<file path="src/rtl/_unused_placeholder_removed.sv">
`timescale 1ns/1ps

</file>
<file path="src/rtl/hbp_pkg.sv">
//////////////////////////////////////////////////////////////////
// Purpose: shared constants and types of the host bus port
// Assumes: two channels, eight-bit register data
// Notes: channel index 0 is channel A, index 1 is channel B
//////////////////////////////////////////////////////////////////
package hbp_pkg;

	// ****************************************************************
	// sizes
	// ****************************************************************
	localparam int DATA_W = 8;
	localparam int REG_COUNT = 16;
	localparam int TX_FIFO_DEPTH = 4;
	localparam int RX_FIFO_DEPTH = 8;
	localparam int CHAN_A = 0;
	localparam int CHAN_B = 1;

	// ****************************************************************
	// register indices
	// ****************************************************************
	localparam logic [3:0] REG_COMMAND = 4'h0;
	localparam logic [3:0] REG_STATUS1 = 4'h1;
	localparam logic [3:0] REG_VECTOR = 4'h2;
	localparam logic [3:0] REG_PENDING = 4'h3;
	localparam logic [3:0] REG_MODE4 = 4'h4;
	localparam logic [3:0] REG_MODE5 = 4'h5;
	localparam logic [3:0] REG_FRAME_LOW = 4'h6;
	localparam logic [3:0] REG_SYNC_FLAG = 4'h7;
	localparam logic [3:0] REG_FIFO_PORT = 4'h8;
	localparam logic [3:0] REG_MASTER_INT = 4'h9;
	localparam logic [3:0] REG_MISC10 = 4'hA;
	localparam logic [3:0] REG_CLOCK_MODE = 4'hB;
	localparam logic [3:0] REG_DIVISOR_LOW = 4'hC;
	localparam logic [3:0] REG_DIVISOR_HIGH = 4'hD;
	localparam logic [3:0] REG_MISC14 = 4'hE;
	localparam logic [3:0] REG_EXT_INT_CTRL = 4'hF;

	// ****************************************************************
	// field positions and codes
	// ****************************************************************
	localparam int EIC_ENH_ACCESS_BIT = 0;
	localparam int EIC_FRAME_COUNT_BIT = 2;
	localparam int ENH_MIRROR_BIT = 6;
	localparam logic [2:0] POINT_HIGH_CODE = 3'h1;
	localparam int MUX_CHAN_BIT = 4;

	// ****************************************************************
	// values after reset
	// ****************************************************************
	localparam logic [7:0] WREG_RESET = 8'h00;
	localparam logic [7:0] ENH_RESET = 8'h00;
	localparam logic [3:0] POINTER_RESET = 4'h0;

	// ****************************************************************
	// types
	// ****************************************************************
	typedef enum logic [2:0] {
		ST_IDLE = 3'b001,
		ST_ACCESS = 3'b010,
		ST_RESET = 3'b100
	} bus_state_type;

	typedef struct packed {
		logic [7:0] rr0;
		logic [7:0] rr1;
		logic [7:0] rr10;
		logic [7:0] frame_low;
		logic [7:0] frame_high;
	} chan_status_type;

	typedef struct packed {
		logic active;
		logic read;
		logic chan_b;
		logic [3:0] regsel;
	} access_type;

endpackage

</file>
<file path="src/rtl/byte_fifo.sv">
//////////////////////////////////////////////////////////////////
// Purpose: small first-in first-out store for channel data bytes
// Assumes: depth is a power of two, at least two
// Notes: push when full and pop when empty are ignored
//////////////////////////////////////////////////////////////////
`timescale 1ns/1ps
module byte_fifo #(
	parameter int WIDTH = 8,
	parameter int DEPTH = 4
) (
	input wire logic clk_sys,
	input wire logic rst_n,
	input wire logic clear,
	input wire logic push,
	input wire logic [WIDTH-1:0] push_data,
	input wire logic pop,
	output logic [WIDTH-1:0] head,
	output logic full,
	output logic empty
);
	localparam int PW = $clog2(DEPTH);

	if (DEPTH < 2 || (1 << PW) != DEPTH) begin : g_bad_depth
		$error("byte_fifo depth must be a power of two of at least two");
	end

	logic [WIDTH-1:0] mem [DEPTH];
	logic [PW-1:0] wr_ptr;
	logic [PW-1:0] rd_ptr;
	logic [PW:0] count;
	wire do_push = push & ~full;
	wire do_pop = pop & ~empty;
	wire [PW:0] next_count = count + (PW+1)'(do_push) - (PW+1)'(do_pop);

	assign head = mem[rd_ptr];

	always_ff @(posedge clk_sys) begin
		if (do_push) begin
			mem[wr_ptr] <= push_data;
		end
	end

	always_ff @(posedge clk_sys or negedge rst_n) begin
		if (!rst_n) begin
			wr_ptr <= '0;
			rd_ptr <= '0;
			count <= '0;
			full <= 1'b0;
			empty <= 1'b1;
		end else if (clear) begin
			wr_ptr <= '0;
			rd_ptr <= '0;
			count <= '0;
			full <= 1'b0;
			empty <= 1'b1;
		end else begin
			wr_ptr <= wr_ptr + PW'(do_push);
			rd_ptr <= rd_ptr + PW'(do_pop);
			count <= next_count;
			full <= next_count == (PW+1)'(DEPTH);
			empty <= next_count == '0;
		end
	end
endmodule

</file>
<file path="src/rtl/host_bus_port.sv">
//////////////////////////////////////////////////////////////////
// Purpose: host parallel bus port of a two-channel serial controller
// Assumes: all inputs synchronous to clk_sys; bus_mux_mode static
// Notes: serves the plain strobe bus and the multiplexed bus
//////////////////////////////////////////////////////////////////
`timescale 1ns/1ps
module host_bus_port import hbp_pkg::*; #(
	parameter int TX_DEPTH = TX_FIFO_DEPTH,
	parameter int RX_DEPTH = RX_FIFO_DEPTH
) (
	input wire logic clk_sys,
	input wire logic rst_n,
	input wire logic bus_mux_mode,
	input wire logic chip_enable_n,
	input wire logic read_strobe_n,
	input wire logic store_strobe_n,
	input wire logic chan_a_select,
	input wire logic data_select,
	input wire logic [7:0] host_data_bus_in,
	output logic [7:0] host_data_bus_out,
	output logic host_data_bus_oe,
	input wire logic [7:0] shared_addr_data_bus_in,
	output logic [7:0] shared_addr_data_bus_out,
	output logic shared_addr_data_bus_oe,
	input wire logic addr_latch_strobe_n,
	input wire logic data_strobe_n,
	input wire logic read_not_write,
	input wire logic first_chip_select_n,
	input wire logic second_chip_select,
	input wire logic int_ack_strobe_n,
	input wire logic int_enable_in,
	input wire logic int_requesting,
	input wire logic [2:0] vector_status,
	input wire logic [7:0] int_pending_bits,
	input chan_status_type [1:0] chan_status,
	input wire logic [1:0] rx_push,
	input wire logic [1:0][7:0] rx_byte,
	output logic [1:0] rx_fifo_full,
	output logic [1:0] rx_fifo_empty,
	input wire logic [1:0] tx_pop,
	output logic [1:0][7:0] tx_byte,
	output logic [1:0] tx_byte_valid,
	output logic [1:0] tx_fifo_full,
	output logic [1:0] tx_fifo_empty,
	output logic [1:0][15:0][7:0] write_regs,
	output logic [1:0][7:0] enh_regs,
	output logic bus_reset_pulse
);
	if (TX_DEPTH != TX_FIFO_DEPTH || RX_DEPTH != RX_FIFO_DEPTH) begin : g_chk
		$error("host_bus_port fifo depths are fixed by the register map");
	end

	// ****************************************************************
	// read value selection
	// ****************************************************************
	function automatic logic [7:0] read_value(
		input logic [3:0] r,
		input logic [15:0][7:0] regs,
		input logic [7:0] enh,
		input chan_status_type st,
		input logic [7:0] vec,
		input logic [7:0] pend,
		input logic [7:0] rx_head
	);
		logic mirror;
		logic fcnt;
		logic [7:0] eic;
		mirror = enh[ENH_MIRROR_BIT];
		eic = regs[REG_EXT_INT_CTRL];
		fcnt = eic[EIC_FRAME_COUNT_BIT];
		unique case (r)
			REG_COMMAND: read_value = st.rr0;
			REG_STATUS1: read_value = st.rr1;
			REG_VECTOR: read_value = vec;
			REG_PENDING: read_value = pend;
			REG_MODE4: read_value = mirror ? regs[REG_MODE4] : st.rr0;
			REG_MODE5: read_value = mirror ? regs[REG_MODE5] : st.rr1;
			REG_FRAME_LOW: read_value = fcnt ? st.frame_low : vec;
			REG_SYNC_FLAG: read_value = fcnt ? st.frame_high : pend;
			REG_FIFO_PORT: read_value = rx_head;
			REG_MASTER_INT: read_value = mirror ? regs[REG_MASTER_INT] :
				regs[REG_DIVISOR_HIGH];
			REG_MISC10: read_value = st.rr10;
			REG_CLOCK_MODE: read_value = mirror ? regs[REG_CLOCK_MODE] : eic;
			REG_DIVISOR_LOW: read_value = regs[REG_DIVISOR_LOW];
			REG_DIVISOR_HIGH: read_value = regs[REG_DIVISOR_HIGH];
			REG_MISC14: read_value = mirror ? regs[REG_MISC14] : st.rr10;
			REG_EXT_INT_CTRL: read_value = eic;
		endcase
	endfunction

	// ****************************************************************
	// bus decode
	// ****************************************************************
	bus_state_type state;
	bus_state_type next_state;
	logic [1:0][3:0] pointer;
	logic [7:0] latched_addr;
	logic addr_cs_ok;
	logic addr_strobe_q;
	logic int_ack_q;
	logic [1:0][7:0] rx_head;

	// plain bus
	wire plain_rd = ~chip_enable_n & ~read_strobe_n;
	wire plain_wr = ~chip_enable_n & ~store_strobe_n;
	wire plain_reset = ~read_strobe_n & ~store_strobe_n;
	wire plain_chan_b = ~chan_a_select;
	wire [3:0] plain_reg = data_select ? REG_FIFO_PORT :
		pointer[plain_chan_b];

	// multiplexed bus
	wire addr_rise = ~addr_latch_strobe_n & 1'b0 | (addr_strobe_q == 1'b0 &&
		addr_latch_strobe_n == 1'b1);
	wire mux_sel = ~data_strobe_n & addr_cs_ok & second_chip_select;
	wire mux_reset = ~addr_latch_strobe_n & ~data_strobe_n;
	wire mux_chan_b = ~latched_addr[MUX_CHAN_BIT];
	wire [3:0] mux_reg = latched_addr[3:0];

	access_type acc;
	assign acc.active = bus_mux_mode ? mux_sel : (plain_rd | plain_wr);
	assign acc.read = bus_mux_mode ? read_not_write : plain_rd;
	assign acc.chan_b = bus_mux_mode ? mux_chan_b : plain_chan_b;
	assign acc.regsel = bus_mux_mode ? mux_reg : plain_reg;

	wire reset_req = bus_mux_mode ? mux_reset : plain_reset;
	wire strobe_rd = bus_mux_mode ? (~data_strobe_n & read_not_write) :
		~read_strobe_n;
	wire strobe_any = bus_mux_mode ? ~data_strobe_n :
		(~read_strobe_n | ~store_strobe_n);
	wire [7:0] wdata = bus_mux_mode ? shared_addr_data_bus_in :
		host_data_bus_in;
	wire ack_read = ~int_ack_q & strobe_rd & int_enable_in &
		int_requesting;
	wire start = state == ST_IDLE && !reset_req;
	wire commit = start & ~ack_read & int_ack_q & acc.active;
	wire ack_start = start & ack_read;
	wire do_write = commit & ~acc.read;
	wire do_read = commit & acc.read;

	// ****************************************************************
	// write target decode
	// ****************************************************************
	wire ch = acc.chan_b;
	wire [7:0] eic_sel = write_regs[ch][REG_EXT_INT_CTRL];
	wire enh_target = acc.regsel == REG_SYNC_FLAG &&
		eic_sel[EIC_ENH_ACCESS_BIT];
	wire shared_target = acc.regsel == REG_VECTOR ||
		acc.regsel == REG_MASTER_INT;
	wire fifo_target = acc.regsel == REG_FIFO_PORT;
	wire cmd_access = commit & ~bus_mux_mode & ~data_select;
	wire [3:0] new_pointer = {wdata[5:3] == POINT_HIGH_CODE, wdata[2:0]};

	wire [7:0] vec_plain = write_regs[CHAN_A][REG_VECTOR];
	wire [7:0] vec_mod = {vec_plain[7:4], vector_status, vec_plain[0]};
	wire [7:0] vec_read = ch ? vec_mod : vec_plain;
	wire [7:0] pend_read = ch ? 8'h00 : int_pending_bits;
	wire [7:0] rd_value = read_value(acc.regsel, write_regs[ch],
		enh_regs[ch], chan_status[ch], vec_read, pend_read, rx_head[ch]);

	wire [1:0] tx_push;
	wire [1:0] rx_pop;
	wire [1:0][7:0] tx_head;
	wire [1:0] tx_full_w;
	wire [1:0] tx_empty_w;
	wire [1:0] rx_full_w;
	wire [1:0] rx_empty_w;
	wire soft_clear = state != ST_RESET && reset_req;

	// ****************************************************************
	// access sequencing
	// ****************************************************************
	always_comb begin
		next_state = state;
		unique case (state)
			ST_IDLE: begin
				if (reset_req) begin
					next_state = ST_RESET;
				end else if (ack_read || commit) begin
					next_state = ST_ACCESS;
				end
			end
			ST_ACCESS: begin
				if (reset_req) begin
					next_state = ST_RESET;
				end else if (!strobe_any) begin
					next_state = ST_IDLE;
				end
			end
			ST_RESET: begin
				if (!reset_req) begin
					next_state = ST_IDLE;
				end
			end
		endcase
	end

	always_ff @(posedge clk_sys or negedge rst_n) begin
		if (!rst_n) begin
			state <= ST_IDLE;
			addr_strobe_q <= 1'b1;
			int_ack_q <= 1'b1;
			bus_reset_pulse <= 1'b0;
		end else begin
			state <= next_state;
			addr_strobe_q <= addr_latch_strobe_n;
			int_ack_q <= int_ack_strobe_n;
			bus_reset_pulse <= soft_clear;
		end
	end

	always_ff @(posedge clk_sys or negedge rst_n) begin
		if (!rst_n) begin
			latched_addr <= 8'h00;
			addr_cs_ok <= 1'b0;
		end else if (addr_rise) begin
			latched_addr <= shared_addr_data_bus_in;
			addr_cs_ok <= ~first_chip_select_n;
		end
	end

	// ****************************************************************
	// read data and bus drive
	// ****************************************************************
	wire drive_next = next_state == ST_ACCESS &&
		(state == ST_ACCESS ? host_data_bus_oe | shared_addr_data_bus_oe :
		(do_read | ack_start));

	always_ff @(posedge clk_sys or negedge rst_n) begin
		if (!rst_n) begin
			host_data_bus_out <= 8'h00;
			shared_addr_data_bus_out <= 8'h00;
			host_data_bus_oe <= 1'b0;
			shared_addr_data_bus_oe <= 1'b0;
		end else begin
			if (ack_start) begin
				host_data_bus_out <= vec_mod;
				shared_addr_data_bus_out <= vec_mod;
			end else if (do_read) begin
				host_data_bus_out <= rd_value;
				shared_addr_data_bus_out <= rd_value;
			end
			host_data_bus_oe <= drive_next & ~bus_mux_mode;
			shared_addr_data_bus_oe <= drive_next & bus_mux_mode;
		end
	end

	// ****************************************************************
	// register set
	// ****************************************************************
	always_ff @(posedge clk_sys or negedge rst_n) begin
		if (!rst_n) begin
			write_regs <= {2 * REG_COUNT{WREG_RESET}};
			enh_regs <= {2{ENH_RESET}};
			pointer <= {2{POINTER_RESET}};
		end else if (soft_clear) begin
			write_regs <= {2 * REG_COUNT{WREG_RESET}};
			enh_regs <= {2{ENH_RESET}};
			pointer <= {2{POINTER_RESET}};
		end else begin
			if (do_write && enh_target) begin
				enh_regs[ch] <= wdata;
			end else if (do_write && shared_target) begin
				write_regs[CHAN_A][acc.regsel] <= wdata;
				write_regs[CHAN_B][acc.regsel] <= wdata;
			end else if (do_write && !fifo_target) begin
				write_regs[ch][acc.regsel] <= wdata;
			end
			if (cmd_access) begin
				if (!acc.read && acc.regsel == REG_COMMAND) begin
					pointer[ch] <= new_pointer;
				end else begin
					pointer[ch] <= POINTER_RESET;
				end
			end
		end
	end

	// ****************************************************************
	// channel fifos
	// ****************************************************************
	for (genvar c = 0; c < 2; c++) begin : g_chan
		assign tx_push[c] = do_write & fifo_target & (ch == c[0]);
		assign rx_pop[c] = do_read & fifo_target & (ch == c[0]);

		byte_fifo #(.WIDTH(DATA_W), .DEPTH(TX_DEPTH)) u_tx (
			.clk_sys(clk_sys),
			.rst_n(rst_n),
			.clear(soft_clear),
			.push(tx_push[c]),
			.push_data(wdata),
			.pop(tx_pop[c]),
			.head(tx_head[c]),
			.full(tx_full_w[c]),
			.empty(tx_empty_w[c])
		);

		byte_fifo #(.WIDTH(DATA_W), .DEPTH(RX_DEPTH)) u_rx (
			.clk_sys(clk_sys),
			.rst_n(rst_n),
			.clear(soft_clear),
			.push(rx_push[c]),
			.push_data(rx_byte[c]),
			.pop(rx_pop[c]),
			.head(rx_head[c]),
			.full(rx_full_w[c]),
			.empty(rx_empty_w[c])
		);

		always_ff @(posedge clk_sys or negedge rst_n) begin
			if (!rst_n) begin
				tx_byte[c] <= 8'h00;
				tx_byte_valid[c] <= 1'b0;
			end else begin
				tx_byte_valid[c] <= tx_pop[c] & ~tx_empty_w[c];
				if (tx_pop[c] && !tx_empty_w[c]) begin
					tx_byte[c] <= tx_head[c];
				end
			end
		end
	end

	assign tx_fifo_full = tx_full_w;
	assign tx_fifo_empty = tx_empty_w;
	assign rx_fifo_full = rx_full_w;
	assign rx_fifo_empty = rx_empty_w;
endmodule

</file>
<file path="config.mk">
export PLATFORM = sky130hd
export DESIGN_NAME = host_bus_port
export DESIGN_NICKNAME = d
export VERILOG_FILES = /design/src/rtl/_unused_placeholder_removed.sv /design/src/rtl/hbp_pkg.sv /design/src/rtl/byte_fifo.sv /design/src/rtl/host_bus_port.sv
export SDC_FILE = /design/constraint.sdc
export NUM_CORES = 1
export LEC_CHECK = 0
export ABC_CLOCK_PERIOD_IN_PS = 3900
export BUFFER_PORTS_ARGS = -buffer_cell sky130_fd_sc_hd__buf_2
export CORE_UTILIZATION = 48
export CTS_CLUSTER_SIZE = 10
export DETAILED_ROUTE_END_ITERATION = 12
export PLACE_DENSITY = 0.72
export SETUP_SLACK_MARGIN = 0.4
export SLEW_MARGIN = 20
export SYNTH_ARGS = -nofsm -noshare
export SYNTH_HDL_FRONTEND = slang
export SYNTH_SLANG_ARGS = --single-unit
</file>
<file path="constraint.sdc">
create_clock -name clk_sys -period 3.9 [get_ports clk_sys]
set_input_delay 0.585 -clock clk_sys [delete_from_list [all_inputs] [get_ports clk_sys]]
set_output_delay 0.585 -clock clk_sys [all_outputs]
set_load 0.02 [all_outputs]
</file>
==> metrics.md <==
| Metric | Value |
|---|---|
| Status | `complete, no violations` |
| Mapped Cells | `2104` |
| Cell Pwr Density | `503.6 nW/um^2` |
| Logic pwr share | `0.189` |
| Syn. warnings | `0` |
| TritonCTS buffer count | `67` |
| Max Transition Viols Final | `0` |
| Worst Reg-to-Reg Cells | `12` |
| Root Buffer | `clkbuf_16` |
| Die W | `232.8 microns` |
| Drt first pass iters | `6` |
| Seq pwr share | `0.440` |
| Core region area | `52550 sq um` |
| RSZ-0062 raised after global routing | `true` |
| Pre-CTS setup slack | `0.05724 ns` |
| Grt total ovfl | `0` |
| Worst R2R Start | `state[0]$_DFF_PN1_` |
| Worst min path class | `in2async` |
| Fin nets | `2728` |
| Worst r2r dst | `g_chan[0].u_rx.full$_DFF_PN0_` |
| Post-synth EDFFs | `192` |
| Switching Fraction | `0.2938` |
| Num rows | `84` |
| # hold bufs at CTS | `0` |
| Yosys top cell area share | `0.3474` |
| Final worst slack | `0.4813 ns` |
| Switching power of the nets | `4.607 mW` |
| Initial antenna violation count | `9` |
| Share of layout cells above drive strength 1 | `0.3227` |
| Setup crit end kind | `register` |
| Via count | `20380` |
| Achievable Freq | `292.5 MHz` |
| IO Pins | `460` |
| Unique masters post-synth | `65` |
| First-pass GRT wire length | `128900 microns` |
| Die area | `54200 sq um` |
| Worst EP required | `4.38 ns` |
| Syn Area/Cell | `12.15 sq um` |
| Slew at the pin closest to its max-slew limit | `1.056 ns` |
| Largest net degree at the start of global routing | `108` |
| Total negative slack | `0 ns` |
| Vias in the first global route | `19330` |
| Routed Antenna Nets | `0` |
| Top cells by area, synth | `dfrtp_1 (35%), edfxtp_1 (23%), a211oi_1 (8.1%)` |
| HPWL Detailed | `64230 microns` |
| Leading area contributor after synthesis | `dfrtp_1` |
| DR vias/cell | `6.189` |
| Synth Register Bits | `554` |
| Power, Total | `15.68 mW` |
| Part of the cycle the worst path needs | `0.8766` |
| Worst-Skew Late Latency | `0.61 ns` |
| Minimum clock period | `3.419 ns` |
| Netlist Area Pre-Place | `25570 sq um` |
| Routability cong. | `1.021` |
| Fin. Hold Viols | `0` |
| Starting Density | `0.4866` |
| Leakage | `13.10 nW` |
| Peak supply drop | `0.0003028 V` |
| Pint | `11.08 mW` |
| Relative slew slack | `0.2811` |
| Kind of critical path | `in2reg` |
| Final setup vio count | `0` |
| CTS tree | `built` |
| GRT Total Usage | `0.3272` |
| Net Count, Synth | `2275` |
| R2R setup slack | `0.49 ns` |
| Fillers | `4247` |
| Layout Skew | `0.01853 ns` |
| Ys async rst share | `0.6534` |
| Data arrival, critical path | `3.90 ns` |
| Clock group share of total power | `0.371` |
| Worst-path clk slew | `0.06 ns` |
| Drt initial violations | `2346` |
| # Max-Cap Violations | `0` |
| Sequential fraction of the synthesis area | `0.5801` |
| H-tree depth | `3` |
| Critical Path Start Type | `primary input` |
| Most used DFF post-synth | `dfrtp_1` |
| Area Overhead vs Synth | `21.80%` |
| DIE HEIGHT | `232.8 microns` |
| I/O Buffers | `459` |
| Clock sinks | `554` |
| Max Buffers Root-to-Sink | `3` |
| Drt total wl | `89800 microns` |
| CP max FO | `21` |
| Wire per inst | `27.27 microns` |
| DR DRC count | `0` |
layer usage:
| metal | vias up | GRT usage | wire (microns) | part of all wire |
|---|---|---|---|---|
| met2 | 1200 | 0.4922 | 40730 | 0.45 |
| met5 | - | 0 | 80 | 0.00089 |
| met4 | 12 | 0.1417 | 3783 | 0.042 |
| met1 | 10230 | 0.4545 | 35910 | 0.40 |
| li1 | 8692 | - | - | - |
| met3 | 249 | 0.07451 | 9288 | 0.10 |
power groups by stage:
| stage | combinational [mW] | clock [mW] | sequential (mW) |
|---|---|---|---|
| finish | 2.96 | 5.82 | 6.90 |
| CTS | 2.92 | 5.90 | 6.91 |
| detailed placement | 2.91 | 0 | 7.00 |
| global route | 3.17 | 6.14 | 6.96 |
| floorplan | 1.79 | 0 | 6.98 |
| global placement | 2.82 | 0 | 6.98 |
stage by stage:
step	utilization	hold slack (ns)	cells	instance area, sq um
3_3_place_gp	0.5509	0.4612	3170	28950
6_report	0.5926	0.07137	3293	31140
5_1_grt	0.5926	0.06351	3292	31140
2_1_floorplan	-	0.2894	2104	25570
4_1_cts	0.5900	0.04840	3286	31000
3_5_place_dp	0.5514	0.4662	3171	28980
how the worst max path moves through the flow:
stage | from | endpoint | cells after the start
after floorplan | bus_mux_mode | g_chan[0].u_rx.empty$_DFF_PN1_ | 13
after global placement | bus_mux_mode | shared_addr_data_bus_out[3]$_DFFE_PN0N_ | 11
after detailed placement | bus_mux_mode | shared_addr_data_bus_out[6]$_DFFE_PN0N_ | 10
after CTS | state[0]$_DFF_PN1_ | g_chan[0].u_rx.full$_DFF_PN0_ | 12
after global routing | state[0]$_DFF_PN1_ | g_chan[0].u_rx.full$_DFF_PN0_ | 12
final | bus_mux_mode | shared_addr_data_bus_out[3]$_DFFE_PN0N_ | 11
registers in the layout, indices dropped and copies added, names as in the netlist, 4 cells and up:
register / cells
g_chan.u_rx.count: 8
enh_regs: 16
latched_addr: 5
g_chan.u_rx.rd_ptr: 6
g_chan.u_rx.wr_ptr: 6
write_regs: 248
tx_byte: 16
shared_addr_data_bus_out: 8
vec_plain: 8
g_chan.u_tx.count: 6
pointer: 8
g_chan.u_tx.mem: 64
g_chan.u_tx.wr_ptr: 4
g_chan.u_tx.rd_ptr: 4
g_chan.u_rx.mem: 128
cell usage after synthesis, types with 39 or more instances:
library cell    n
nor2b_1        43
dfrtp_1       355
mux2i_1        95
and2_1         39
nor2_1        305
clkbuf_1      105
mux4_2         48
edfxtp_1      192
mux2_2         39
a211oi_1      276
nand2_1        94
a21oi_1        67
buf_2          39
a211oi_2       41
final cells by class:
class / count / area (sq um) / share of cell area
diodes: 2 / 5.005 / 0.0001607
clock buffers: 110 / 1962 / 0.06299
clock inverters: 5 / 66.31 / 0.002129
inverters: 28 / 112.6 / 0.003616
multi-input cells: 1334 / 9938 / 0.3191
flip-flops and latches: 554 / 14840 / 0.4764
well taps: 688 / 860.8 / 0.02764
repair buffers: 572 / 3363 / 0.1080
logic make-up after synthesis:
group | after synthesis | share of synthesized area
adder cells (fa/ha/maj) | 28 | 0.01488
multiplexers | 182 | 0.09664
AND/OR/NAND/NOR | 604 | 0.1082
XOR/XNOR | 18 | 0.006166
buffers and inverters | 216 | 0.03934
flip-flops | 554 | 0.5801
AO/OA/AOI/OAI | 502 | 0.1547
worst max-delay path, cell delays in order:
cell and delay [ns]:
buf_2 0.21, buf_4 0.24, mux2i_4 0.57, buf_12 0.25, buf_4 0.37, nor2_1 0.09
a31oi_1 0.37, o22ai_1 0.18, nor4_1 0.36, o211ai_1 0.27, a221o_1 0.37
what timing repair did:
item,4_1_cts,5_1_grt
buffers inserted,0,5
resized for setup,0,11
endpoints found under the setup margin,0,47
cell usage in the layout (no fill, tap or decap), types with 10 or more instances in the layout:
master and n:
ha_1 24, nand2_1 94, nand3_1 20, clkbuf_1 34
dfrtp_1 353, o22ai_1 19, nor3_1 27, buf_2 458
edfxtp_1 192, nor2b_1 43, nor4_1 15, nand2b_1 12
o21ai_0 18, nand4_1 17, a22o_1 10, nor2_1 305
clkbuf_16 70, a211oi_4 15, mux2i_1 86, a31oi_1 11
inv_1 27, mux4_2 48, a211oi_1 276, a21oi_1 67
a211oi_2 39, and2_1 39, mux2_2 38, xnor2_1 14
buf_4 97, buf_12 15
(Power assumes the default switching activity.)
